===== config.mk =====
export PLATFORM = sky130hd
export DESIGN_NAME = tx_symbol_source
export DESIGN_NICKNAME = d
export VERILOG_FILES = /design/src/inc/tx_pkg.sv /design/src/inc/sym_stream_if.sv /design/src/hdl/countdown_timer.sv /design/src/hdl/sym_fifo.sv /design/src/hdl/tx_symbol_source.sv
export VERILOG_INCLUDE_DIRS = /design/src /design/src/inc
export SDC_FILE = /design/constraint.sdc
export NUM_CORES = 1
export LEC_CHECK = 0
export BUFFER_PORTS_ARGS = -buffer_cell sky130_fd_sc_hd__buf_2
export CAP_MARGIN = 5
export CORE_MARGIN = 2
export CORE_UTILIZATION = 55
export CTS_CLUSTER_DIAMETER = 120
export DETAILED_ROUTE_END_ITERATION = 8
export GPL_TIMING_DRIVEN = 0
export PLACE_DENSITY = 0.86
export SYNTH_ARGS = -nofsm -noshare
export SYNTH_HDL_FRONTEND = slang
export SYNTH_HIERARCHICAL = 1
export SYNTH_SLANG_ARGS = --single-unit
export TNS_END_PERCENT = 50

===== constraint.sdc =====
create_clock -name clk_sys -period 3.2 [get_ports clk_sys]
set_input_delay 0.48 -clock clk_sys [delete_from_list [all_inputs] [get_ports clk_sys]]
set_output_delay 0.48 -clock clk_sys [all_outputs]
set_load 0.01 [all_outputs]

===== src/inc/tx_defines.svh =====
// register offsets, field positions, reset values and timing counts of the transmit source block
`ifndef TX_DEFINES_SVH
`define TX_DEFINES_SVH

`define TX_MODES_ADDR 8'h0B
`define TMR_RELOAD_ADDR 8'h0C
`define TMR_RUN_ADDR 8'h0D

`define TX_MODES_RESET 7'h00
`define TMR_RELOAD_RESET 8'h00
`define TMR_RUN_RESET 8'h00

// transmitter modes fields
`define SRC_LSB 0
`define SRC_MSB 2
`define POLY_REMOTE_BIT 3
`define MUTE_BIT 4
`define PULSE_LSB 5
`define PULSE_MSB 6

// timer bit positions in the reload and run registers
`define TMR_STARTUP_ONE 0
`define TMR_STARTUP_TWO 1
`define TMR_STARTUP_THREE 2
`define TMR_STARTUP_FOUR 3
`define TMR_METER 4
`define TMR_QUALITY 5
`define TMR_GENERAL_A 6
`define TMR_GENERAL_B 7

// startup timers advance once per this many symbols
`define STARTUP_PRESCALE 1024

`endif


===== src/inc/tx_pkg.sv =====
// types shared by the transmit source block
package tx_pkg;
    typedef enum logic [2:0] {
        SRC_ISOLATED,
        SRC_LOOPBACK,
        SRC_DATA_PLAIN,
        SRC_ONES_FOUR,
        SRC_ALTERNATE,
        SRC_DATA_SCRAMBLED,
        SRC_DATA_TWO,
        SRC_ONES_TWO
    } source_t;

    typedef logic signed [2:0] level_t;
endpackage

===== src/inc/sym_stream_if.sv =====
// valid/ready symbol stream between the block's own modules
`timescale 1ns/10ps
interface sym_stream_if #(parameter int W = 2);
    logic valid;
    logic ready;
    logic [W-1:0] data;

    modport src (output valid, output data, input ready);
    modport snk (input valid, input data, output ready);
endinterface


===== src/hdl/countdown_timer.sv =====
// one reloadable countdown timer
`timescale 1ns/10ps
module countdown_timer #(
    parameter int W = 16
) (
    // clock and reset
    input wire logic clk_sys,
    input wire logic rst,
    // control
    input wire logic tick,
    input wire logic reload_req,
    input wire logic run,
    input wire logic continuous,
    input wire logic [W-1:0] interval,
    // state
    output logic [W-1:0] count,
    output logic reload_taken,
    output logic expire
);
    // a request only acts on a tick, so clearing it first cancels it
    assign reload_taken = tick && reload_req;
    assign expire = tick && !reload_req && run && (count == {{(W-1){1'b0}}, 1'b1});

    always_ff @(posedge clk_sys or posedge rst) begin
        if (rst) begin
            count <= '0;
        end else if (tick) begin
            if (reload_req) begin
                count <= interval;
            end else if (run) begin
                if (count != '0) begin
                    count <= count - 1'b1;
                end else if (continuous) begin
                    count <= interval;
                end
            end
        end
    end
endmodule


===== src/hdl/sym_fifo.sv =====
// symbol fifo with valid/ready on both sides
`timescale 1ns/10ps
module sym_fifo #(
    parameter int W = 2,
    parameter int DEPTH = 8
) (
    // clock and reset
    input wire logic clk_sys,
    input wire logic rst,
    // streams
    sym_stream_if.snk wr,
    sym_stream_if.src rd
);
    localparam int AW = $clog2(DEPTH);

    logic [W-1:0] mem [DEPTH];
    logic [AW:0] wptr;
    logic [AW:0] rptr;
    logic full;
    logic empty;
    logic push;
    logic pop;

    assign empty = (wptr == rptr);
    assign full = (wptr[AW] != rptr[AW]) && (wptr[AW-1:0] == rptr[AW-1:0]);
    assign wr.ready = !full;
    assign rd.valid = !empty;
    assign rd.data = mem[rptr[AW-1:0]];
    assign push = wr.valid && !full;
    assign pop = rd.ready && !empty;

    always_ff @(posedge clk_sys) begin
        if (push) begin
            mem[wptr[AW-1:0]] <= wr.data;
        end
    end

    always_ff @(posedge clk_sys or posedge rst) begin
        if (rst) begin
            wptr <= '0;
            rptr <= '0;
        end else begin
            if (push) begin
                wptr <= wptr + 1'b1;
            end
            if (pop) begin
                rptr <= rptr + 1'b1;
            end
        end
    end
endmodule


===== src/hdl/tx_symbol_source.sv =====
// transmit symbol source selection and internal timer bank
`timescale 1ns/10ps
`include "tx_defines.svh"

module tx_symbol_source #(
    parameter int TIMER_W = 16,
    parameter int FIFO_DEPTH = 8,
    parameter int SCR_LEN = 23,
    parameter int REMOTE_TAP = 18,
    parameter int LOCAL_TAP = 5
) (
    // clock and reset; one clock edge is one symbol period
    input wire logic clk_sys,
    input wire logic rst,
    // register port
    input wire logic [7:0] reg_addr,
    input wire logic reg_wr,
    input wire logic reg_rd,
    input wire logic [7:0] reg_wdata,
    output logic [7:0] reg_rdata,
    // channel unit transmit interface
    input wire logic cu_valid,
    input wire logic cu_sign,
    input wire logic cu_mag,
    output logic cu_ready,
    // receive detector decisions
    input wire logic det_sign,
    input wire logic det_mag,
    // timer intervals and continuous mode
    input wire logic [7:0][TIMER_W-1:0] timer_interval,
    input wire logic [7:0] timer_continuous,
    // outputs
    output tx_pkg::level_t dac_level,
    output logic [7:0][TIMER_W-1:0] timer_count
);
    localparam int PRE_W = $clog2(`STARTUP_PRESCALE);
    localparam logic [PRE_W-1:0] PRE_LAST = PRE_W'(`STARTUP_PRESCALE - 1);

    logic [6:0] tx_modes;
    logic [7:0] timer_reload_request;
    logic [7:0] timer_run_control;
    logic [PRE_W-1:0] prescale;
    logic startup_tick;
    logic [7:0] reload_taken;
    logic [7:0] expire;
    logic meter_expire;
    logic alt_pol;
    logic [SCR_LEN-1:0] scr;
    logic [SCR_LEN-1:0] next_scr;
    tx_pkg::level_t next_level;
    tx_pkg::level_t pulse_level;
    tx_pkg::source_t src;
    logic mute;
    logic remote;
    logic pop;
    logic wr_modes;
    logic wr_reload;
    logic wr_run;
    logic b0;
    logic b1;
    logic [SCR_LEN-1:0] s1;
    logic in_sign;
    logic in_mag;
    logic [10:0] startup_wait;

    sym_stream_if #(.W(2)) cu_if ();
    sym_stream_if #(.W(2)) fifo_if ();

    function automatic tx_pkg::level_t level_of(input logic sign, input logic mag);
        tx_pkg::level_t lv;
        unique case ({sign, mag})
            2'b00: lv = -3'sd3;
            2'b01: lv = -3'sd1;
            2'b10: lv = 3'sd3;
            2'b11: lv = 3'sd1;
        endcase
        return lv;
    endfunction

    function automatic logic scr_bit(input logic [SCR_LEN-1:0] s, input logic d,
                                     input logic rem);
        return d ^ s[SCR_LEN-1] ^ (rem ? s[REMOTE_TAP-1] : s[LOCAL_TAP-1]);
    endfunction

    // register decode
    assign wr_modes = reg_wr && (reg_addr == `TX_MODES_ADDR);
    assign wr_reload = reg_wr && (reg_addr == `TMR_RELOAD_ADDR);
    assign wr_run = reg_wr && (reg_addr == `TMR_RUN_ADDR);

    // modes are only sampled here, so a change lands between whole symbols
    always_ff @(posedge clk_sys or posedge rst) begin
        if (rst) begin
            tx_modes <= `TX_MODES_RESET;
        end else if (wr_modes) begin
            tx_modes <= reg_wdata[6:0];
        end
    end

    // a write in the cycle of a reload wins, so a fresh request is never lost
    always_ff @(posedge clk_sys or posedge rst) begin
        if (rst) begin
            timer_reload_request <= `TMR_RELOAD_RESET;
        end else if (wr_reload) begin
            timer_reload_request <= reg_wdata;
        end else begin
            timer_reload_request <= timer_reload_request & ~reload_taken;
        end
    end

    always_ff @(posedge clk_sys or posedge rst) begin
        if (rst) begin
            timer_run_control <= `TMR_RUN_RESET;
        end else if (wr_run) begin
            timer_run_control <= reg_wdata;
        end
    end

    always_ff @(posedge clk_sys or posedge rst) begin
        if (rst) begin
            reg_rdata <= 8'h00;
        end else if (reg_rd) begin
            unique case (reg_addr)
                `TX_MODES_ADDR: reg_rdata <= {1'b0, tx_modes};
                `TMR_RELOAD_ADDR: reg_rdata <= timer_reload_request;
                `TMR_RUN_ADDR: reg_rdata <= timer_run_control;
                default: reg_rdata <= 8'h00;
            endcase
        end
    end

    // prescaler for the startup timers
    always_ff @(posedge clk_sys or posedge rst) begin
        if (rst) begin
            prescale <= '0;
        end else if (prescale == PRE_LAST) begin
            prescale <= '0;
        end else begin
            prescale <= prescale + 1'b1;
        end
    end

    assign startup_tick = (prescale == PRE_LAST);

    // bit index equals timer position in the reload and run registers
    for (genvar i = 0; i < 8; i++) begin : g_timer
        countdown_timer #(.W(TIMER_W)) u_timer (
            .clk_sys(clk_sys),
            .rst(rst),
            .tick((i <= `TMR_STARTUP_FOUR) ? startup_tick : 1'b1),
            .reload_req(timer_reload_request[i]),
            .run(timer_run_control[i]),
            .continuous(timer_continuous[i]),
            .interval(timer_interval[i]),
            .count(timer_count[i]),
            .reload_taken(reload_taken[i]),
            .expire(expire[i])
        );
    end

    // pulse modes lean on the meter running continuously
    assign meter_expire = expire[`TMR_METER];

    // channel unit data enters through the fifo
    assign cu_if.valid = cu_valid;
    assign cu_if.data = {cu_sign, cu_mag};
    assign cu_ready = cu_if.ready;

    sym_fifo #(.W(2), .DEPTH(FIFO_DEPTH)) u_fifo (
        .clk_sys(clk_sys),
        .rst(rst),
        .wr(cu_if),
        .rd(fifo_if)
    );

    assign src = tx_pkg::source_t'(tx_modes[`SRC_MSB:`SRC_LSB]);
    assign mute = tx_modes[`MUTE_BIT];
    assign remote = tx_modes[`POLY_REMOTE_BIT];
    assign pulse_level = level_of(tx_modes[`PULSE_MSB], tx_modes[`PULSE_LSB]);

    // the fifo drains only in data modes, so it backs up to the framer otherwise
    assign pop = !mute && fifo_if.valid && ((src == tx_pkg::SRC_DATA_PLAIN) ||
                 (src == tx_pkg::SRC_DATA_SCRAMBLED) || (src == tx_pkg::SRC_DATA_TWO));
    assign fifo_if.ready = pop;

    always_comb begin
        in_sign = 1'b1;
        in_mag = 1'b1;
        if (src == tx_pkg::SRC_LOOPBACK) begin
            in_sign = det_sign;
            in_mag = det_mag;
        end else if (src == tx_pkg::SRC_DATA_SCRAMBLED) begin
            in_sign = fifo_if.data[1];
            in_mag = fifo_if.data[0];
        end
        b0 = scr_bit(scr, in_sign, remote);
        s1 = {scr[SCR_LEN-2:0], b0};
        b1 = scr_bit(s1, in_mag, remote);
    end

    // underrun in a data mode sends a zero symbol rather than stale data
    always_comb begin
        next_level = 3'sd0;
        next_scr = scr;
        if (!mute) begin
            unique case (src)
                tx_pkg::SRC_ISOLATED: begin
                    next_level = meter_expire ? pulse_level : 3'sd0;
                end
                tx_pkg::SRC_LOOPBACK, tx_pkg::SRC_ONES_FOUR: begin
                    next_level = level_of(b0, b1);
                    next_scr = {s1[SCR_LEN-2:0], b1};
                end
                tx_pkg::SRC_DATA_PLAIN: begin
                    if (fifo_if.valid) begin
                        next_level = level_of(fifo_if.data[1], fifo_if.data[0]);
                    end
                end
                tx_pkg::SRC_ALTERNATE: begin
                    next_level = (alt_pol ^ meter_expire) ? -pulse_level : pulse_level;
                end
                tx_pkg::SRC_DATA_SCRAMBLED: begin
                    if (fifo_if.valid) begin
                        next_level = level_of(b0, b1);
                        next_scr = {s1[SCR_LEN-2:0], b1};
                    end
                end
                tx_pkg::SRC_DATA_TWO: begin
                    if (fifo_if.valid) begin
                        next_level = level_of(fifo_if.data[1], 1'b0);
                    end
                end
                tx_pkg::SRC_ONES_TWO: begin
                    next_level = level_of(b0, 1'b0);
                    next_scr = s1;
                end
            endcase
        end
    end

    always_ff @(posedge clk_sys or posedge rst) begin
        if (rst) begin
            dac_level <= 3'sd0;
        end else begin
            dac_level <= next_level;
        end
    end

    always_ff @(posedge clk_sys or posedge rst) begin
        if (rst) begin
            scr <= '0;
        end else begin
            scr <= next_scr;
        end
    end

    always_ff @(posedge clk_sys or posedge rst) begin
        if (rst) begin
            alt_pol <= 1'b0;
        end else if (src == tx_pkg::SRC_ALTERNATE && !mute && meter_expire) begin
            alt_pol <= !alt_pol;
        end
    end

    // a pending startup reload may wait one whole prescale period, too long for a delay range
    always_ff @(posedge clk_sys or posedge rst) begin
        if (rst) begin
            startup_wait <= 11'h000;
        end else if (wr_reload || !timer_reload_request[`TMR_STARTUP_ONE]) begin
            startup_wait <= 11'h000;
        end else begin
            startup_wait <= startup_wait + 11'h001;
        end
    end
endmodule


# Word level (Yosys, flattened, before mapping)
# Memory sizes are Yosys's and may differ from the RTL's.
# Cells that the tools add are included.
# op_classes
add_sub_neg	12
bitwise_logic	10
n_mux	57
n_eq_ne	25
reduce_logical	62
# ops
cell	count
two-way mux 16 bit	32
nonzero test 16 bit	8
subtractor 16 x 1 -> 16 bit, second input constant	8
case mux 23 bit (3 select lines)	1
case mux 3 bit (4 select lines)	3
nonzero test 3 bit	9
== test 8 x 4 -> 1 bit, second input constant	3
case mux 8 bit (3 select lines)	1
two-way mux 23 bit	1
case mux 3 bit (7 select lines)	1
two-way mux 3 bit	6
== test 16 x 1 -> 1 bit, second input constant	1
logical AND 1 bit	16
nonzero test 2 bit	8
AND reduction 3 bit	5
== test 2 bit, second input constant	6
== test 3 bit, second input constant	4
case mux 3 bit (2 select lines)	2
adder 10 x 1 -> 10 bit, second input constant	1
== test 10 bit, second input constant	1
two-way mux 10 bit	1
adder 4 x 1 -> 4 bit, second input constant	2
AND 8 bit	1
two-way mux 1 bit	8
other kinds (18)	37
# word_totals
n_memories	1
reg_bits	204
output_inout_bits	140
mem_bits_rw	16
# mem_list
memory	depth	word_bits	rd	rd_clocked_by_memory_dff	write_ports	line_no	rtl
u_fifo.mem	8	2	1	0	1	sym_fifo.sv:16	logic [W-1:0] mem [DEPTH];

# Depth between registers and ports, before layout
# Gate-level depths: netlist (run 1).
# depth
depth_word	10
depth_mapped	10
depth_no_buf	9

# Hierarchy
# The synthesis (run 1) kept the hierarchy.
# modules_own_cells
module	instances	seq_area_each_um2	area_each_um2	cells_each
countdown_timer (g_timer[0].u_timer ...)	7	400.4	1182.4	130
tx_symbol_source	1	1701.6	3450.8	334
sym_fifo	1	680.7	1237.4	85
countdown_timer (g_timer[7].u_timer)	1	400.4	1213.7	129

# Least setup slack after synthesis (run 1)
# Ideal clock, no wire load.
# synth_path
kind	flip-flop to flip-flop
start	register g_timer[4].u_timer.count[8]
end	register dac_level[2]
t_arrival_ns	2.418
path_stages_with_launch	10
setup_ns	0.136
slack_ns	0.645
t_required_ns	3.064
cell_sequence	dfrtp_1 buf_2 nor4_4 nand4_4 nor3_1 xor2_1 or3_1 a31oi_1 o22a_2 a211oi_2
# synth_between
elab_chain_cells	6
# synth_lines
item	line_no	rtl
start, declared	countdown_timer.sv:16	output logic [W-1:0] count,
start signal, assigned	countdown_timer.sv:29	count <= interval;
start signal, assigned	countdown_timer.sv:32	count <= count - 1'b1;
start signal, assigned	countdown_timer.sv:34	count <= interval;
== test 16 x 1 -> 1 bit *	countdown_timer.sv:22	assign expire = tick && !reload_req && run && (count == {{(W-1){1'b0}}, 1'b1});
logical AND 1 bit *	countdown_timer.sv:22	
net expire[4]	tx_symbol_source.sv:45	logic [7:0] expire;
XOR 1 bit	tx_symbol_source.sv:219	next_level = (alt_pol ^ meter_expire) ? -pulse_level : pulse_level;
two-way mux 3 bit	tx_symbol_source.sv:219	
case mux 3 bit (7 select lines) *	tx_symbol_source.sv:205	unique case (src)
two-way mux 3 bit *	tx_symbol_source.sv:204	if (!mute) begin
net next_level[2]	tx_symbol_source.sv:50	tx_pkg::level_t next_level;
end signal, assigned	tx_symbol_source.sv:244	dac_level <= next_level;
end, declared	tx_symbol_source.sv:33	output tx_pkg::level_t dac_level,
# The timed path passes the listed nets; every way through them passes the cells marked *.
# A chain may end at the register's enable or synchronous reset.

# Worst setup path after layout (run 1)
# layout_path
start	register g_timer[4].u_timer.count[2]
end	register dac_level[1]
# Same word-level chain as after synthesis.

==> flow_summary.ini, run 1 <==
[critical_path]
crit_required_ns = 3.65
reg2reg_to = dac_level[1]
crit_fanout = 8
reg2reg_depth = 8
reg2reg_from = g_timer[4].u_timer/count[2]
crit_path_end_kind = register
ff2ff_setup_slack_ns = 0.30
critPathLaunchType = register
criticalPathCategory = reg -> reg
critPathArrivalTime_ns = 3.35

[pwr]
power_density_mw_per_mm2 = 600.6
ir_worst_vdd_mv = 0.5510
leakagePower_nw = 8.320

[drt]
drt_iter0_drc = 991
post_drt_wl_per_cell_um = 18.04
route.vias.total = 12920
drc = 0
dr.pass1.iters = 5
antenna_left = 0
vias_per_cell = 6.071
drt_wl_total_um = 38380

[global_route]
grt_usage = 0.2823
met3_usage = 0.04723
grt.busiest_layer = met2
grt_pass1_wl_um = 62020
grt_use_met1 = 0.3685
globalRouteMet2Util = 0.4705
grt_pass1_vias = 12607
gr-total-overflow = 0
grt_antenna_before_repair = 11
grt_max_degree = 69

[synth]
synth_area_per_cell_sq_um = 9.739
yosysWarnings = 6
syn_inst = 1437
synth_area_sq_mm = 0.01399

[placement]
placed_area_sq_mm = 0.01594
place.port_buffers = 299
gp_congestion = 0.9192
dpl.hpwl_um = 27680

[floorplanning]
ioPinCount = 301
die_height_um = 163.5
start_util = 0.5574
core_area_sq_mm = 0.02511
die_w_um = 163.5
dieArea_sq_mm = 0.02674
rows = 58

[clock_network]
postCtsSetupBuffers = 0
numCtsBuffers = 26
htree_levels = 1
cts-resized-gates = 0
cts_tree = built
cts-root-buf = clkbuf_16
clk_path_buf_depth = 3
clock-sinks = 220
insertion_delay_ns = 0.53
clkTransAtPathRegs_ns = 0.06
cts_hold_buf = 0

[timing]
maxSlewHeadroom = 0.4514
finClkSkew_ns = 0.01022
period_share = 0.9073
drv_slew = 0
setup_viol = 0
post-route-min-period_ns = 2.903
whs_ns = 0.1266
fmax_mhz = 344.4
hold_viol_final = 0
worstMarginPinSlew_ns = 0.8230
grt_setup_unrepaired = false

[cells_and_area]
design_area_sq_mm = 0.01678
final_core_util = 0.6685
drive_above_1_share = 0.2694
final_nets = 1955
area_growth_syn_to_layout_pct = 19.94

[min_path]
hold_class = in -> async

[status]
outcome = finished clean

[flow_run]
max-cap-violations = 0
-- metrics by stage --
| step | std cells | setup slack, ns | total power, mW | setup TNS, ns |
|---|---|---|---|---|
| after global routing | 2128 | 0.02110 | 10.64 | 0 |
| after detailed placement | 2074 | 0.3086 | 7.189 | 0 |
| after global placement | 2074 | -0.01869 | 7.049 | -1.104 |
| after floorplan | 1445 | 0.6454 | 6.164 | 0 |
| final | 2128 | 0.2968 | 10.08 | 0 |
| after CTS | 2119 | 0.2929 | 10.10 | 0 |
-- where the power goes --
group	internal [mW]	total [mW]	switching (mW)
sequential	3.21	3.71	0.501
combinational	1.42	3.49	2.07
clock	1.73	2.88	1.15
-- per-layer routing --
metal  routed length, um  vias to the layer above
met1               15650                     6236
met2               18500                      602
li1                    -                     5986
met3                3039                       92
met5                  27                        -
met4                1168                        4
-- sequential cells by signal, summed over array words and instances (netlist names) --
name	flops
timer_reload_request	8
tx_modes	7
dac_level	3
prescale	10
u_fifo/rptr	4
timer_run_control	8
u_fifo/mem	16
g_timer.u_timer/count	128
reg_rdata	8
scr	23
u_fifo/wptr	4
alt_pol	1
-- worst max-delay path: stages, from the launching register on --
cell and delay, ns:
dfrtp_1 0.46, nor4_4 0.51, nand4_4 0.22, nor3_1 0.66, xnor3_1 0.43, a21oi_1 0.21
a21o_1 0.11, nand2_1 0.05, a31oi_1 0.16
-- worst max path at each step --
stage / to / cells after the start / slack, ns / start
floorplan: dac_level[2] / 9 / 0.65 / g_timer[4].u_timer/count[8]
global placement: scr[6] / 2 / -0.02 / rst
detailed placement: dac_level[1] / 8 / 0.31 / g_timer[4].u_timer/count[2]
CTS: dac_level[1] / 8 / 0.29 / g_timer[4].u_timer/count[2]
global route: dac_level[1] / 8 / 0.02 / g_timer[4].u_timer/count[2]
finish: dac_level[1] / 8 / 0.30 / g_timer[4].u_timer/count[2]
-- area by class of cell --
cell class / instances / area, sq um
fillers: 2028 / 8324
multi-input cells: 1065 / 7716
flip-flops and latches: 220 / 5585
repair buffers: 299 / 1496
clock buffers: 41 / 778.2
plain buffers: 84 / 437.9
well taps: 330 / 412.9
inverters: 76 / 287.8
clock inverters: 4 / 47.55
diodes: 9 / 22.52
-- cells in the final DEF (no fill, tap or decap), drive strengths merged, types with 11 or more instances in the layout --
cell	count
buf	368
dfrtp	204
nand2	131
mux2i	116
o21ai	107
nor2	84
inv	76
a21oi	71
nor3	57
clkbuf	56
nand3	50
a2bb2oi	40
nor4	36
o2bb2ai	32
a22o	30
mux2	28
ha	22
and2	18
edfxtp	16
o21bai	16
a22oi	15
nand2b	13
o41ai	13
and3	11
xnor2	11
or3	11
xor2	11
Note: power is estimated with default switching activity, not from simulation.
==> run 2, diff against run 1 <==
ABC_AREA = 1   (was not set)
==> run 2 against run 1 <==
Net effect:
- wire length increased by 9.7%
- via count is 21% higher
- largest power group is now combinational cells
- hold slack got worse by 0.017 ns
- final cell count increased by 38%
- largest cell class unchanged
==> flow_summary.ini, run 2 <==
[status]
outcome = finished clean

[pwr]
p_comb_frac = 0.403
leakagePower_nw = 9.656
p_int_mw = 7.127
p_clk_frac = 0.259
power_density_mw_per_mm2 = 673.0
switching_share = 0.4131
switching_power_mw = 5.016
seqPwrFrac = 0.338
ir_worst_vdd_mv = 0.5205

[cells_and_area]
final_core_util = 0.6676
antenna_cells = 0
final_cell_mix = nand2_1, buf_2, dfrtp_1
layoutNonFillerInstCount = 2943
layout_commonest_cell = nand2_1
largest_register_ffs = 128
fillerInstances = 2337
layout.area.seq_sq_mm = 0.005585
final_nets = 2764
area_growth_syn_to_layout_pct = 19.14
largest-register = g_timer.u_timer/count
drive_above_1_share = 0.2164
multi_input_area_sq_mm = 0.008349

[drt]
dr.pass1.iters = 8
drc = 0
antenna_left = 0
route.vias.total = 15595
post_drt_wl_per_cell_um = 14.31
drt_iter0_drc = 1010
drt_wl_total_um = 42120
vias_per_cell = 5.299

[timing]
grt_setup_unrepaired = false
worstMarginPinSlew_ns = 0.8182
period_share = 0.7644
drv_slew = 0
hold_viol_final = 0
fmax_mhz = 408.8
maxSlewHeadroom = 0.4546
finalWorstSetupSlack_ns = 0.7539
setup_viol = 0
finClkSkew_ns = 0.01749
post-route-min-period_ns = 2.446

[clock_network]
clock-sinks = 220
cts_hold_buf = 0
postCtsSetupBuffers = 0
cts_tree = built
numCtsBuffers = 27
htree_levels = 1
cts-root-buf = clkbuf_16
clkTransAtPathRegs_ns = 0.06
insertion_delay_ns = 0.54
cts-resized-gates = 0
clk_path_buf_depth = 3

[floorplanning]
die_height_um = 169.9
start_util = 0.5604
die_w_um = 169.9
dieArea_sq_mm = 0.02888
rows = 60
ioPinCount = 301
core_area_sq_mm = 0.02703

[global_route]
grt_pass1_wl_um = 68090
grt_antenna_before_repair = 3
grt_pass1_vias = 14374
grt_max_degree = 69
grt_usage = 0.2849
gr-total-overflow = 0

[critical_path]
criticalPathCategory = reg -> reg
ff2ff_setup_slack_ns = 0.75
crit_path_end_kind = register
crit_fanout = 10
critPathLaunchType = register
crit_required_ns = 3.62
reg2reg_from = prescale[0]
reg2reg_to = g_timer[3].u_timer/count[5]
critPathArrivalTime_ns = 2.86
reg2reg_depth = 10

[placement]
place.port_buffers = 299
dp_cells = 2892
post-place-ws_ns = 0.1936
gp_congestion = 0.9486
dpl.hpwl_um = 31090

[flow_run]
max-cap-violations = 0

[synth]
syn_inst = 2241
synth_area_per_cell_sq_um = 6.758
synth_area_sq_mm = 0.01514
yosysWarnings = 6

[min_path]
hold_class = in -> async
-- run 2: worst max-delay path, stage by stage (launching register included) --
cell     delay [ns]
dfrtp_1        0.38
ha_1           0.19
nand3_1        0.12
nor2_1         0.16
nand3_1        0.17
nor2_1         0.48
buf_6          0.23
nand3_2        0.21
buf_4          0.25
nand2_1        0.08
nand2_1        0.07
-- run 2: final cells by class --
type / instances / area share
inverters: 214 / 0.04486
flip-flops and latches: 220 / 0.3095
repair buffers: 300 / 0.08356
clock inverters: 12 / 0.007974
clock buffers: 38 / 0.04306
plain buffers: 48 / 0.02462
well taps: 341 / 0.02365
multi-input cells: 1770 / 0.4627
-- run 2: routing by layer --
| metal | vias to the layer above | wire (um) | GRT usage | part of all wire |
|---|---|---|---|---|
| met3 | 98 | 3356 | 0.04628 | 0.080 |
| met5 | - | 23 | 0 | 0.00055 |
| met4 | 4 | 1042 | 0.08584 | 0.025 |
| li1 | 7697 | - | - | - |
| met2 | 599 | 20200 | 0.4944 | 0.48 |
| met1 | 7197 | 17500 | 0.3665 | 0.42 |
-- run 2: how the worst max path moves through the flow --
stage                startpoint  cells past startpoint  slack [ns]                          end
floorplan                   rst                      1        1.01                      alt_pol
global placement            rst                      2      -0.004                 dac_level[2]
detailed placement  prescale[0]                      9        0.19  g_timer[3].u_timer/count[7]
CTS                 prescale[0]                      9        0.13  g_timer[3].u_timer/count[5]
global route        prescale[0]                     13        0.58  g_timer[1].u_timer/count[0]
finish              prescale[0]                     10        0.75  g_timer[3].u_timer/count[5]
-- run 2: power groups by stage --
stage,logic [mW],clock network [mW],registers [mW]
3_3_place_gp,4.64,0,4.11
3_5_place_dp,4.82,0,4.12
6_report,4.89,3.14,4.11
5_1_grt,5.49,3.32,4.19
2_1_floorplan,3.47,0,4.11
4_1_cts,4.87,3.20,4.09
-- run 2: metrics by stage --
| stage | total power, mW | hold slack, ns | cell area (sq um) | TNS, ns |
|---|---|---|---|---|
| 6_report | 12.14 | 0.1093 | 18040 | 0 |
| 4_1_cts | 12.16 | 0.09378 | 18030 | 0 |
| 5_1_grt | 13.00 | 0.1349 | 18040 | 0 |
| 3_5_place_dp | 8.942 | 0.4692 | 17110 | 0 |
| 2_1_floorplan | 7.582 | 0.2957 | 15190 | 0 |
| 3_3_place_gp | 8.744 | 0.4597 | 17110 | -0.08299 |
